File: config.mk
export PLATFORM = sky130hd
export DESIGN_NAME = twsp_port
export DESIGN_NICKNAME = d
export VERILOG_FILES = /design/src/logic/twsp_pkg.sv /design/src/logic/twsp_fifo.sv /design/src/logic/twsp_port.sv
export SDC_FILE = /design/constraint.sdc
export NUM_CORES = 1
export LEC_CHECK = 0
export BUFFER_PORTS_ARGS = -buffer_cell sky130_fd_sc_hd__buf_2
export CAP_MARGIN = 20
export CORE_MARGIN = 5
export CORE_UTILIZATION = 65
export CTS_CLUSTER_DIAMETER = 120
export DETAILED_ROUTE_END_ITERATION = 16
export PLACE_DENSITY = 0.83
export SLEW_MARGIN = 10
export SYNTH_ARGS = -nofsm -noshare
export SYNTH_HDL_FRONTEND = slang
export SYNTH_SLANG_ARGS = --single-unit
export TNS_END_PERCENT = 5
File: constraint.sdc
create_clock -name CORE_CLK -period 5.6 [get_ports CORE_CLK]
set_clock_uncertainty 0.1 [all_clocks]
set_input_delay 1.12 -clock CORE_CLK [delete_from_list [all_inputs] [get_ports CORE_CLK]]
set_output_delay 1.12 -clock CORE_CLK [all_outputs]
set_load 0.03 [all_outputs]
File: src/logic/twsp_pkg.sv
// constants, states and register map of the two-wire serial port
//==============================================================
// Overview of operation
// [RULE_01] with drive enable set, data pin follows the software data-out bit 7
// [RULE_02] bit 6 makes the data pin an output when set, input when clear
// [RULE_03] software master mode always drives the clock pin from bit 5
// [RULE_04] with drive enable clear, data pin is latched into bit 4 on clock rise
// [RULE_05] bit 3 selects software master when set; reset gives hardware slave
// [RULE_06] slave reset bit 2 holds the slave engine idle while set
// [RULE_07] received read/write bit lands in bit 1 and sets slave direction
// [RULE_08] byte done flag bit 0 sets after each acknowledged byte, not after nack
// [RULE_09] any data register access clears byte done flag and pending request
// [RULE_10] second data access within one byte event halts slave until slave reset
// [RULE_11] slave waits for start, then address match and direction set the flag
// [RULE_12] slave matches against a 7-bit writable address, reset value 55h; the code also acknowledges address byte 00h
// [RULE_13] first event leaves address and read/write bit in the data register
// [RULE_14] after a valid address the slave stretches clock until flag cleared
// [RULE_15] events continue until stop or reset; stop or nack returns to idle
// [RULE_16] byte done request marks the end of every acknowledged byte
// [RULE_17] core request needs both port enable and global enable
// [RULE_18] spikes shorter than 50 ns on data and clock are rejected
// [RULE_19] the port owns the pins only while the spi select bit is clear
// [RULE_20] software tells address events from data events by itself
// [RULE_21] software sequences data-out, clock-out and drive bits as a master
// [RULE_22] control register at address e8h, bit addressable, resets to 00h
// [RULE_23] slave acknowledges a matching address and each received byte
package twsp_pkg;
	//==============================================================
	// register map
	localparam logic [7:0] ADDR_BUS_DATA    = 8'h9a;
	localparam logic [7:0] ADDR_OWN_ADDRESS = 8'h9b;
	localparam logic [7:0] ADDR_CONTROL     = 8'he8;
	localparam logic [7:0] RST_BUS_DATA     = 8'h00;
	localparam logic [7:0] RST_OWN_ADDRESS  = 8'h55;
	localparam logic [7:0] RST_CONTROL      = 8'h00;
	//==============================================================
	// control bit positions
	localparam int BIT_MDATA_OUT = 7;
	localparam int BIT_MDRIVE_EN = 6;
	localparam int BIT_MCLK_OUT  = 5;
	localparam int BIT_MDATA_IN  = 4;
	localparam int BIT_MASTER    = 3;
	localparam int BIT_SRESET    = 2;
	localparam int BIT_DIR       = 1;
	localparam int BIT_DONE      = 0;
	//==============================================================
	// timing and fifo size
	localparam int CLK_PERIOD_PS = 8000;
	localparam int SPIKE_PS      = 50000;
	localparam int SPIKE_CYC     = (SPIKE_PS + CLK_PERIOD_PS - 1) / CLK_PERIOD_PS;
	localparam int FIFO_WIDTH    = 8;
	localparam int FIFO_DEPTH    = 16;
	//==============================================================
	// slave states, gray along the usual path
	typedef enum logic [2:0] {
		TWSP_IDLE  = 3'b000,
		TWSP_SHIFT = 3'b001,
		TWSP_ACK   = 3'b011,
		TWSP_WAIT  = 3'b010,
		TWSP_SEND  = 3'b110,
		TWSP_RACK  = 3'b111,
		TWSP_HALT  = 3'b101
	} twsp_state_t;
endpackage

File: src/logic/twsp_fifo.sv
// small synchronous fifo with valid and ready on both sides
`timescale 1ns/100ps
module twsp_fifo
	import twsp_pkg::*;
#(
	parameter int WIDTH = FIFO_WIDTH,
	parameter int DEPTH = FIFO_DEPTH
) (
	input  wire logic             clk,
	input  wire logic             rst_n,
	input  wire logic             in_valid,
	output logic                  in_ready,
	input  wire logic [WIDTH-1:0] in_data,
	output logic                  out_valid,
	input  wire logic             out_ready,
	output logic      [WIDTH-1:0] out_data,
	input  wire logic             flush
);
	localparam int AW = $clog2(DEPTH);
	logic [WIDTH-1:0] mem [DEPTH];
	logic [AW:0]      wr_ptr;
	logic [AW:0]      rd_ptr;
	logic [AW:0]      level;

	// occupancy and handshakes
	assign level     = wr_ptr - rd_ptr;
	assign in_ready  = (level != (AW+1)'(DEPTH));
	assign out_valid = (level != '0);
	assign out_data  = mem[rd_ptr[AW-1:0]];

	// write side
	always_ff @(posedge clk or negedge rst_n) begin
		if (!rst_n) begin
			wr_ptr <= '0;
		end else if (flush) begin
			wr_ptr <= '0;
		end else if (in_valid && in_ready) begin
			mem[wr_ptr[AW-1:0]] <= in_data;
			wr_ptr <= wr_ptr + 1'b1;
		end
	end

	// read side
	always_ff @(posedge clk or negedge rst_n) begin
		if (!rst_n) begin
			rd_ptr <= '0;
		end else if (flush) begin
			rd_ptr <= '0;
		end else if (out_valid && out_ready) begin
			rd_ptr <= rd_ptr + 1'b1;
		end
	end
endmodule // twsp_fifo

File: src/logic/twsp_port.sv
// two-wire port: hardware slave and software master
`timescale 1ns/100ps
module twsp_port
	import twsp_pkg::*;
(
	input  wire logic       CORE_CLK,
	input  wire logic       RST_N,
	input  wire logic [7:0] SFR_ADDR,
	input  wire logic       SFR_WR,
	input  wire logic       SFR_RD,
	input  wire logic [7:0] SFR_WDATA,
	output logic      [7:0] SFR_RDATA,
	input  wire logic       SPI_PIN_SELECT,
	input  wire logic       PORT_IRQ_ENABLE,
	input  wire logic       GLOBAL_IRQ_ENABLE,
	output logic            BYTE_IRQ,
	input  wire logic       SERIAL_DATA_IN,
	output logic            SERIAL_DATA_OUT,
	output logic            SERIAL_DATA_OE,
	input  wire logic       SERIAL_CLOCK_IN,
	output logic            SERIAL_CLOCK_OUT,
	output logic            SERIAL_CLOCK_OE
);
	//==============================================================
	// registers
	logic [7:0]  bus_data;
	logic [7:0]  own_slave_address;
	logic        sw_master_data_out, sw_master_data_drive_en;
	logic        sw_master_clock_out, sw_master_data_in;
	logic        master_select, slave_iface_reset;
	logic        slave_direction_flag, byte_done_flag;
	logic        accessed;     // data touched in this event
	twsp_state_t state;
	logic [2:0]  bit_cnt;
	logic [7:0]  shreg;
	logic        is_addr;
	logic        got_byte;     // eight bits shifted in since last slot
	logic        sda_drive_low, scl_hold;

	//==============================================================
	// pin synchronisers and spike filters
	logic [1:0] sda_sync, scl_sync;
	logic       sda_f, scl_f, sda_q, scl_q;
	logic [2:0] sda_cnt, scl_cnt;

	// two flops per pin
	always_ff @(posedge CORE_CLK or negedge RST_N) begin
		if (!RST_N) begin
			sda_sync <= 2'h3;
			scl_sync <= 2'h3;
		end else begin
			sda_sync <= {sda_sync[0], SERIAL_DATA_IN};
			scl_sync <= {scl_sync[0], SERIAL_CLOCK_IN};
		end
	end

	// [RULE_18] spike rejection filter
	always_ff @(posedge CORE_CLK or negedge RST_N) begin
		if (!RST_N) begin
			sda_f   <= 1'b1;
			scl_f   <= 1'b1;
			sda_cnt <= '0;
			scl_cnt <= '0;
		end else begin
			if (sda_sync[1] == sda_f) sda_cnt <= '0;
			else if (sda_cnt == 3'(SPIKE_CYC - 1)) begin
				sda_f   <= sda_sync[1];
				sda_cnt <= '0;
			end else sda_cnt <= sda_cnt + 1'b1;
			if (scl_sync[1] == scl_f) scl_cnt <= '0;
			else if (scl_cnt == 3'(SPIKE_CYC - 1)) begin
				scl_f   <= scl_sync[1];
				scl_cnt <= '0;
			end else scl_cnt <= scl_cnt + 1'b1;
		end
	end

	// delayed copies for edge detection
	always_ff @(posedge CORE_CLK or negedge RST_N) begin
		if (!RST_N) begin
			sda_q <= 1'b1;
			scl_q <= 1'b1;
		end else begin
			sda_q <= sda_f;
			scl_q <= scl_f;
		end
	end

	logic scl_rise, scl_fall, start_det, stop_det;
	assign scl_rise  = scl_f & ~scl_q;
	assign scl_fall  = ~scl_f & scl_q;
	assign start_det = scl_f & scl_q & sda_q & ~sda_f;
	assign stop_det  = scl_f & scl_q & ~sda_q & sda_f;

	//==============================================================
	// register bus decode
	logic wr_data, wr_addr, wr_ctl, data_acc, slave_on;
	always_comb begin
		wr_data = 1'b0;
		wr_addr = 1'b0;
		wr_ctl  = 1'b0;
		if (SFR_ADDR == ADDR_BUS_DATA) wr_data = SFR_WR;
		else if (SFR_ADDR == ADDR_OWN_ADDRESS) wr_addr = SFR_WR;
		else if (SFR_ADDR == ADDR_CONTROL) wr_ctl = SFR_WR;
	end
	assign data_acc = (SFR_ADDR == ADDR_BUS_DATA) & (SFR_WR | SFR_RD);
	// [RULE_19] pins owned only when spi deselected
	assign slave_on = ~SPI_PIN_SELECT & ~master_select & ~slave_iface_reset;

	// read mux, unmapped reads zero
	always_comb begin
		if (SFR_ADDR == ADDR_BUS_DATA) SFR_RDATA = bus_data;
		else if (SFR_ADDR == ADDR_OWN_ADDRESS) SFR_RDATA = own_slave_address;
		else if (SFR_ADDR == ADDR_CONTROL)
			SFR_RDATA = {sw_master_data_out, sw_master_data_drive_en,
				sw_master_clock_out, sw_master_data_in, master_select,
				slave_iface_reset, slave_direction_flag, byte_done_flag};
		else SFR_RDATA = 8'h00;
	end

	// [RULE_22] control bits written by software
	always_ff @(posedge CORE_CLK or negedge RST_N) begin
		if (!RST_N) begin
			{sw_master_data_out, sw_master_data_drive_en,
			 sw_master_clock_out} <= RST_CONTROL[7:5];
			master_select     <= RST_CONTROL[BIT_MASTER];
			slave_iface_reset <= RST_CONTROL[BIT_SRESET];
		end else if (wr_ctl) begin
			// [RULE_05] mode select bit
			sw_master_data_out      <= SFR_WDATA[BIT_MDATA_OUT];
			sw_master_data_drive_en <= SFR_WDATA[BIT_MDRIVE_EN];
			sw_master_clock_out     <= SFR_WDATA[BIT_MCLK_OUT];
			master_select           <= SFR_WDATA[BIT_MASTER];
			slave_iface_reset       <= SFR_WDATA[BIT_SRESET];
		end
	end

	// [RULE_12] own address register
	always_ff @(posedge CORE_CLK or negedge RST_N) begin
		if (!RST_N) own_slave_address <= RST_OWN_ADDRESS;
		else if (wr_addr) own_slave_address <= SFR_WDATA;
	end

	// [RULE_04] data in latched on clock rise when not driving
	always_ff @(posedge CORE_CLK or negedge RST_N) begin
		if (!RST_N) sw_master_data_in <= RST_CONTROL[BIT_MDATA_IN];
		else if (scl_rise && !sw_master_data_drive_en)
			sw_master_data_in <= sda_f;
	end

	//==============================================================
	// transmit fifo: software writes, slave send drains
	logic       tx_valid, tx_take, tx_ready;
	logic [7:0] tx_byte;
	twsp_fifo #(.WIDTH(FIFO_WIDTH), .DEPTH(FIFO_DEPTH)) u_txq (
		.clk       (CORE_CLK),
		.rst_n     (RST_N),
		.in_valid  (wr_data),
		.in_ready  (tx_ready),
		.in_data   (SFR_WDATA),
		.out_valid (tx_valid),
		.out_ready (tx_take),
		.out_data  (tx_byte),
		.flush     (state == TWSP_IDLE)
	);

	//==============================================================
	// slave engine
	logic set_done;
	always_ff @(posedge CORE_CLK or negedge RST_N) begin
		if (!RST_N) begin
			state   <= TWSP_IDLE;
			bit_cnt <= '0;
			shreg   <= '0;
			is_addr <= 1'b0;
			got_byte <= 1'b0;
			slave_direction_flag <= 1'b0;
			sda_drive_low <= 1'b0;
			tx_take <= 1'b0;
			set_done <= 1'b0;
		end else begin
			tx_take  <= 1'b0;
			set_done <= 1'b0;
			// [RULE_06] slave reset forces idle
			if (!slave_on) begin
				state <= TWSP_IDLE;
				sda_drive_low <= 1'b0;
			// [RULE_10] double access halts
			end else if (state != TWSP_IDLE && data_acc && accessed) begin
				state <= TWSP_HALT;
				sda_drive_low <= 1'b0;
			// [RULE_11] wait for start
			end else if (start_det && state != TWSP_HALT) begin
				state   <= TWSP_SHIFT;
				bit_cnt <= '0;
				is_addr <= 1'b1;
				got_byte <= 1'b0;
				sda_drive_low <= 1'b0;
			// [RULE_15] stop returns idle
			end else if (stop_det && state != TWSP_HALT) begin
				state <= TWSP_IDLE;
				sda_drive_low <= 1'b0;
			end else begin
				case (state)
				TWSP_SHIFT: begin
					if (scl_rise) begin
						shreg   <= {shreg[6:0], sda_f};
						bit_cnt <= bit_cnt + 1'b1;
						// eighth rise completes the byte
						if (bit_cnt == 3'h7) got_byte <= 1'b1;
					end else if (scl_fall && got_byte && shreg != 8'h00
						&& is_addr && shreg[7:1] != own_slave_address[6:0]) begin
						state <= TWSP_IDLE;
						got_byte <= 1'b0;
					end else if (scl_fall && got_byte) begin
						// [RULE_23] acknowledge address or byte
						state <= TWSP_ACK;
						sda_drive_low <= 1'b1;
						got_byte <= 1'b0;
						if (is_addr) slave_direction_flag <= shreg[0]; // [RULE_07]
					end
				end
				TWSP_ACK: if (scl_fall) begin
					sda_drive_low <= 1'b0;
					set_done <= 1'b1;           // [RULE_08]
					state    <= TWSP_WAIT;
				end
				TWSP_WAIT: begin
					// [RULE_14] clock held until flag cleared
					if (!byte_done_flag && !set_done) begin
						is_addr <= 1'b0;
						if (slave_direction_flag) begin
							state <= TWSP_SEND;
							shreg <= tx_valid ? tx_byte : 8'hff;
							tx_take <= tx_valid;
							sda_drive_low <= tx_valid ? ~tx_byte[7] : 1'b0;
							bit_cnt <= '0;
						end else begin
							state <= TWSP_SHIFT;
							bit_cnt <= '0;
						end
					end
				end
				TWSP_SEND: begin
					if (scl_fall) begin
						if (bit_cnt == 3'h7) begin
							sda_drive_low <= 1'b0;
							state <= TWSP_RACK;
						end else begin
							sda_drive_low <= ~shreg[6];
							shreg <= {shreg[6:0], 1'b1};
						end
						bit_cnt <= bit_cnt + 1'b1;
					end
				end
				TWSP_RACK: if (scl_rise) begin
					// [RULE_15] nack ends sequence, no flag
					if (sda_f) state <= TWSP_IDLE;
					else begin
						set_done <= 1'b1;
						state    <= TWSP_WAIT;
					end
				end
				default: ;
				endcase
			end
		end
	end
	assign scl_hold = (state == TWSP_WAIT) & (byte_done_flag | set_done);

	// [RULE_08] byte done flag, set wins over clear
	always_ff @(posedge CORE_CLK or negedge RST_N) begin
		if (!RST_N) byte_done_flag <= 1'b0;
		else if (set_done) byte_done_flag <= 1'b1;
		// [RULE_09] data access clears flag
		else if (data_acc || !slave_on) byte_done_flag <= 1'b0;
	end

	// one access allowed per event
	always_ff @(posedge CORE_CLK or negedge RST_N) begin
		if (!RST_N) accessed <= 1'b0;
		else if (set_done) accessed <= 1'b0;
		else if (!slave_on) accessed <= 1'b0;
		else if (data_acc) accessed <= 1'b1;
	end

	// [RULE_13] received byte or address into data register
	always_ff @(posedge CORE_CLK or negedge RST_N) begin
		if (!RST_N) bus_data <= RST_BUS_DATA;
		else if (wr_data) bus_data <= SFR_WDATA;
		else if (state == TWSP_ACK && scl_fall && !slave_direction_flag)
			bus_data <= shreg;
		else if (state == TWSP_ACK && scl_fall && is_addr)
			bus_data <= shreg;
	end

	// [RULE_16] [RULE_17] gated request
	assign BYTE_IRQ = byte_done_flag & PORT_IRQ_ENABLE & GLOBAL_IRQ_ENABLE;

	//==============================================================
	// pin drivers
	always_comb begin
		SERIAL_DATA_OUT  = 1'b0;
		SERIAL_DATA_OE   = 1'b0;
		SERIAL_CLOCK_OUT = 1'b0;
		SERIAL_CLOCK_OE  = 1'b0;
		if (!SPI_PIN_SELECT && master_select) begin
			// [RULE_01] [RULE_02] data pin
			SERIAL_DATA_OUT = sw_master_data_out;
			SERIAL_DATA_OE  = sw_master_data_drive_en;
			// [RULE_03] clock always driven
			SERIAL_CLOCK_OUT = sw_master_clock_out;
			SERIAL_CLOCK_OE  = 1'b1;
		end else if (slave_on) begin
			SERIAL_DATA_OE  = sda_drive_low;
			SERIAL_CLOCK_OE = scl_hold;
		end
	end
endmodule // twsp_port

# Yosys cells after proc, flatten, opt, wreduce, memory -nomap -nowiden
# Memory sizes are Yosys's and may differ from the RTL's.
# Index checks and enable logic that the tools add are counted.
# op_classes
n_eq_ne	39
bitwise	31
reduce_logical	47
n_mux	102
add_sub_neg	6
# ops
op	count
$mux W8	12
$mux W3	22
$mux W1	58
$ne A6 B6 Y1 const B	9
$eq A8 B8 Y1 const B	3
$pmux W8 S3	1
$mux W5	4
$logic_and A1 B1 Y1	17
$not A1 Y1	16
$reduce_and A8 Y1	2
$eq A3 B3 Y1 const B	5
$pmux W3 S5	1
$and A1 B1 Y1	13
$ne A2 B2 Y1 const B	6
$ne A3 B3 Y1 const B	4
$reduce_bool A2 Y1	6
$add A5 B1 Y5 const B	2
$reduce_and A10 Y1	1
$add A3 B1 Y3 const B	3
$ne A9 B1 Y1 const B	1
$pmux W3 S3	1
$reduce_and A9 Y1	1
$reduce_bool A3 Y1	3
$ne A8 B1 Y1 const B	1
23 further kinds	33
# word_totals
n_memories	1
regBits	68
ram_bits	128
out_inout_bits	13
wordCells	255
inputBits	25
# memory_table
name	depth	width	read_ports	rd_clocked_by_memory_dff	write_ports	line_no	text
u_txq.mem	16	8	1	0	1	twsp_fifo.sv:20	logic [WIDTH-1:0] mem [DEPTH];

# Depth between registers and ports, before layout
# logic_depth
ltp_word	13
depth_mapped	11
depth_no_buf	8

# Hierarchy
# From an unflattened synthesis, not the netlist that was laid out.
# unflattened
hier_cells	669
hier_area_um2	9113.7
# modules_own_cells
module	area_each_um2	n_inst	cells_each
twsp_fifo	5764.3	1	335
twsp_port	3349.5	1	334

# Worst setup path before layout
# OpenSTA, ideal clock, no wires.
# synth_path
path_kind	input to output
from	input SFR_ADDR[2]
to	output SFR_RDATA[0]
cell_stages	4
n_path_buf	0
setup_slack_ns	2.219
t_arrival_ns	2.161
path_cell_list	nand4bb_4 -> nor2_1 -> a222oi_1 -> inv_1
# synth_between
elab_chain_len	4
elab_cells_between_ends	6
cone_classes	eq/ne (3); mux (3)
# synth_lines
item	line_no	text
start, declared	twsp_port.sv:8	input wire logic [7:0] SFR_ADDR,
$eq A8 B8 Y1	twsp_port.sv:114	else if (SFR_ADDR == ADDR_CONTROL)
$mux W8	twsp_port.sv:114	
$mux W8	twsp_port.sv:113	else if (SFR_ADDR == ADDR_OWN_ADDRESS) SFR_RDATA = own_slave_address;
$mux W8 (*)	twsp_port.sv:112	if (SFR_ADDR == ADDR_BUS_DATA) SFR_RDATA = bus_data;
end, declared	twsp_port.sv:12	output logic [7:0] SFR_RDATA,
# Every way passes the cells marked *; elsewhere a longest branch is shown, timed or not.

# Worst setup path in the final report
# layout_path
from	input SFR_ADDR[2]
to	output SFR_RDATA[6]
# The elaborated chain is that of the path after synthesis.

==> impl_metrics.toml <==
[clock_network]
cts_tree = "done"
cts_buffers = 17
htree_levels = 4
cts_setup_buffers = 0
clock_path_buffers = 2
cts.sink_count = 196
clock_latency_ns = 0.43
cts_resized = 0
clk_pin_slew_worst_paths_ns = 0.07
clockRootBuffer = "clkbuf_16"
ctsHoldBuffers = 0

[power]
leakagePower_nw = 3.594
power.density_nw_per_um2 = 302.8
ir_worst_vdd_uv = 257.9

[placement]
portBuffers = 37
gp_congestion = 0.9827
place_hpwl_mm = 12.82
place_ws_ns = 1.905

[floorplanning]
dieArea_um2 = 16200
die_y_um = 127.3
die_x_um = 127.3
initial_core_util = 0.6697
io_pins = 38
core-area_um2 = 13350
rows = 42

[logic_synthesis]
async_flop_share = 0.3469
synth_cell_type_count = 75
synth_cells = 611
seq_area_frac_synth = 0.6221
ys_seq_elements = 196
synth_edf_count = 128
synth.avg_cell_area_um2 = 14.63
synthesis.area_um2 = 8939
synth_ff_type = "edfxtp_1"
synth_fp_nets = 647
synth_warnings = 0

[sta]
worst_slew_pin_slew_ns = 0.8677
hold_ws_ns = 0.2561
finalMaxSlewViolations = 0
hold_violations = 0
rsz0062_at_grt = "false"
min_period_over_period = 0.6645
setup_ws_ns = 1.879
finalSetupViolations = 0
slew_headroom = 0.4215
setup_tns_ns = 0
min_period_ns = 3.721
fmaxAchievable_ghz = 0.2687

[route]
met3_wirelength_mm = 1.276
top_layer = "met4"
wire_per_inst_um = 23.37
detailedRoute.firstIterationViolations = 540
drt-met1-wl_mm = 8.120
vias = 5467
wl_met2_mm = 9.719
drt-total-wl_mm = 19.56
antenna_violating_nets_post_route = 0
first_pass_iters = 8
drc = 0
avgViaCountPerCell = 6.532

[global_routing]
groute.usage.overall = 0.2547
antenna_found_initial = 0
grt.overflow.total = 0
grt_first_pass_wirelength_mm = 31.28
first_global_vias = 5605
grt_max_degree = 69

[finish]
syn2layout_area_growth_pct = 10.06
antenna_cells = 0
drive_gt1_frac = 0.2466
nets = 684

[worst_hold_path]
min_to = "scl_sync[1]$_DFF_PN1_"
min_from = "scl_sync[0]$_DFF_PN1_"
min_path_cells = 0
hold_path_class = "register to register"

[critical_path]
r2r-end = "u_txq.mem[4][1]$_DFFE_PP_"
crit_arrival_ns = 2.50
cp_max_fo = 9
rr_worst_depth = 9
r2r-start = "u_txq.rd_ptr[1]$_DFFE_PN0P_"
endpoint_kind = "output port"
start_kind = "input pin"
critPathKind = "input pin to output port"
regToRegSetupSlack_ns = 2.27
critPathRequiredTime_ns = 4.38

[run_status]
outcome = "finished clean"

[run]
max_cap_violations = 0
synthesized netlist by cell type (all sizes together), types with 4 or more instances:
| master | n | share of area |
|---|---|---|
| o21ai | 14 | 0.0078 |
| nor2b | 5 | 0.0035 |
| and2 | 9 | 0.0063 |
| a222oi | 8 | 0.0090 |
| a22o | 7 | 0.0069 |
| a21oi | 28 | 0.017 |
| nor3 | 8 | 0.0062 |
| mux2i | 11 | 0.012 |
| mux2 | 20 | 0.025 |
| inv | 24 | 0.010 |
| nor4 | 7 | 0.0080 |
| a21o | 4 | 0.0034 |
| nor2 | 56 | 0.026 |
| edfxtp | 128 | 0.43 |
| xnor2 | 9 | 0.0088 |
| or3 | 7 | 0.0049 |
| mux4 | 32 | 0.081 |
| dfrtp | 56 | 0.16 |
| xor2 | 6 | 0.0059 |
| nand2b | 6 | 0.0042 |
| and3 | 10 | 0.0070 |
| ha | 11 | 0.015 |
| clkbuf | 9 | 0.0038 |
| a211oi | 4 | 0.0039 |
| dfstp | 12 | 0.035 |
| o31ai | 4 | 0.0049 |
| buf | 15 | 0.011 |
| nand3 | 16 | 0.0090 |
| a22oi | 17 | 0.014 |
| nand2 | 26 | 0.012 |
area by class of cell:
class | instances | area (um2)
well taps | 176 | 220.2
inverters | 24 | 90.09
clock buffers | 20 | 478.0
repair buffers | 42 | 222.7
fillers | 808 | 3510
multi-input cells | 367 | 3158
clock inverters | 12 | 107.6
flip-flops and latches | 196 | 5562
critical path: stages:
cell	delay, ns
buf_2	0.11
nand4bb_4	0.29
nor2_1	0.48
a222oi_1	0.22
inv_1	0.09
buf_2	0.19
routing by layer:
layer,up-vias,track usage
met5,-,0
met4,0,0.09211
met3,35,0.05217
met2,224,0.4119
met1,2764,0.3475
li1,2444,-
metrics by stage:
stage	util	power (mW)	cells	cell area (um2)
final	0.7371	2.979	837	9838
after global routing	0.7371	3.084	837	9838
after CTS	0.7371	2.989	837	9838
after detailed placement	0.6932	1.813	805	9253
after global placement	0.6932	1.802	805	9253
after floorplan	-	1.747	611	8939
cells in the final DEF (no fill, tap or decap), drive strengths merged, types with 7 or more instances in the layout:
master | netlist | final
edfxtp | 128 | 128
dfrtp | 56 | 56
nor2 | 56 | 56
buf | 15 | 42
mux4 | 32 | 32
inv | 24 | 31
a21oi | 28 | 28
nand2 | 26 | 26
mux2 | 20 | 20
clkbuf | 9 | 20
a22oi | 17 | 17
nand3 | 16 | 16
o21ai | 14 | 14
dfstp | 12 | 12
mux2i | 11 | 11
ha | 11 | 11
and3 | 10 | 10
xnor2 | 9 | 9
and2 | 9 | 9
a222oi | 8 | 8
nor3 | 8 | 8
or3 | 7 | 7
a22o | 7 | 7
nor4 | 7 | 7
power by group:
part | internal (mW) | switching (mW)
clock network | 0.635 | 0.561
registers | 1.59 | 0.0485
logic | 0.0567 | 0.0891
registers in the layout, indices dropped and copies added, names as in the netlist, 5 cells and up:
name / count
u_txq.mem: 128
own_slave_address: 8
bus_data: 8
u_txq.rd_ptr: 5
u_txq.wr_ptr: 5
shreg: 8
kinds of logic after synthesis:
group | after synthesis | share of synthesized area
AOI/OAI and AO/OA | 111 | 0.09715
xor gates and xnor gates | 15 | 0.01470
adders and majority gates | 11 | 0.01540
buffers and inverters | 48 | 0.02464
DFF | 196 | 0.6221
muxes | 63 | 0.1181
and+or+nand+nor | 167 | 0.1079
how the worst max path moves through the flow:
stage / start / slack, ns / endpoint
floorplan: SFR_ADDR[2] / 2.22 / SFR_RDATA[0]
global placement: SFR_ADDR[2] / 2.00 / SFR_RDATA[4]
detailed placement: SFR_ADDR[2] / 1.91 / SFR_RDATA[5]
CTS: SFR_ADDR[2] / 1.90 / SFR_RDATA[6]
global route: SFR_ADDR[2] / 1.77 / SFR_RDATA[6]
finish: SFR_ADDR[2] / 1.88 / SFR_RDATA[6]
(Power assumes the default switching activity.)
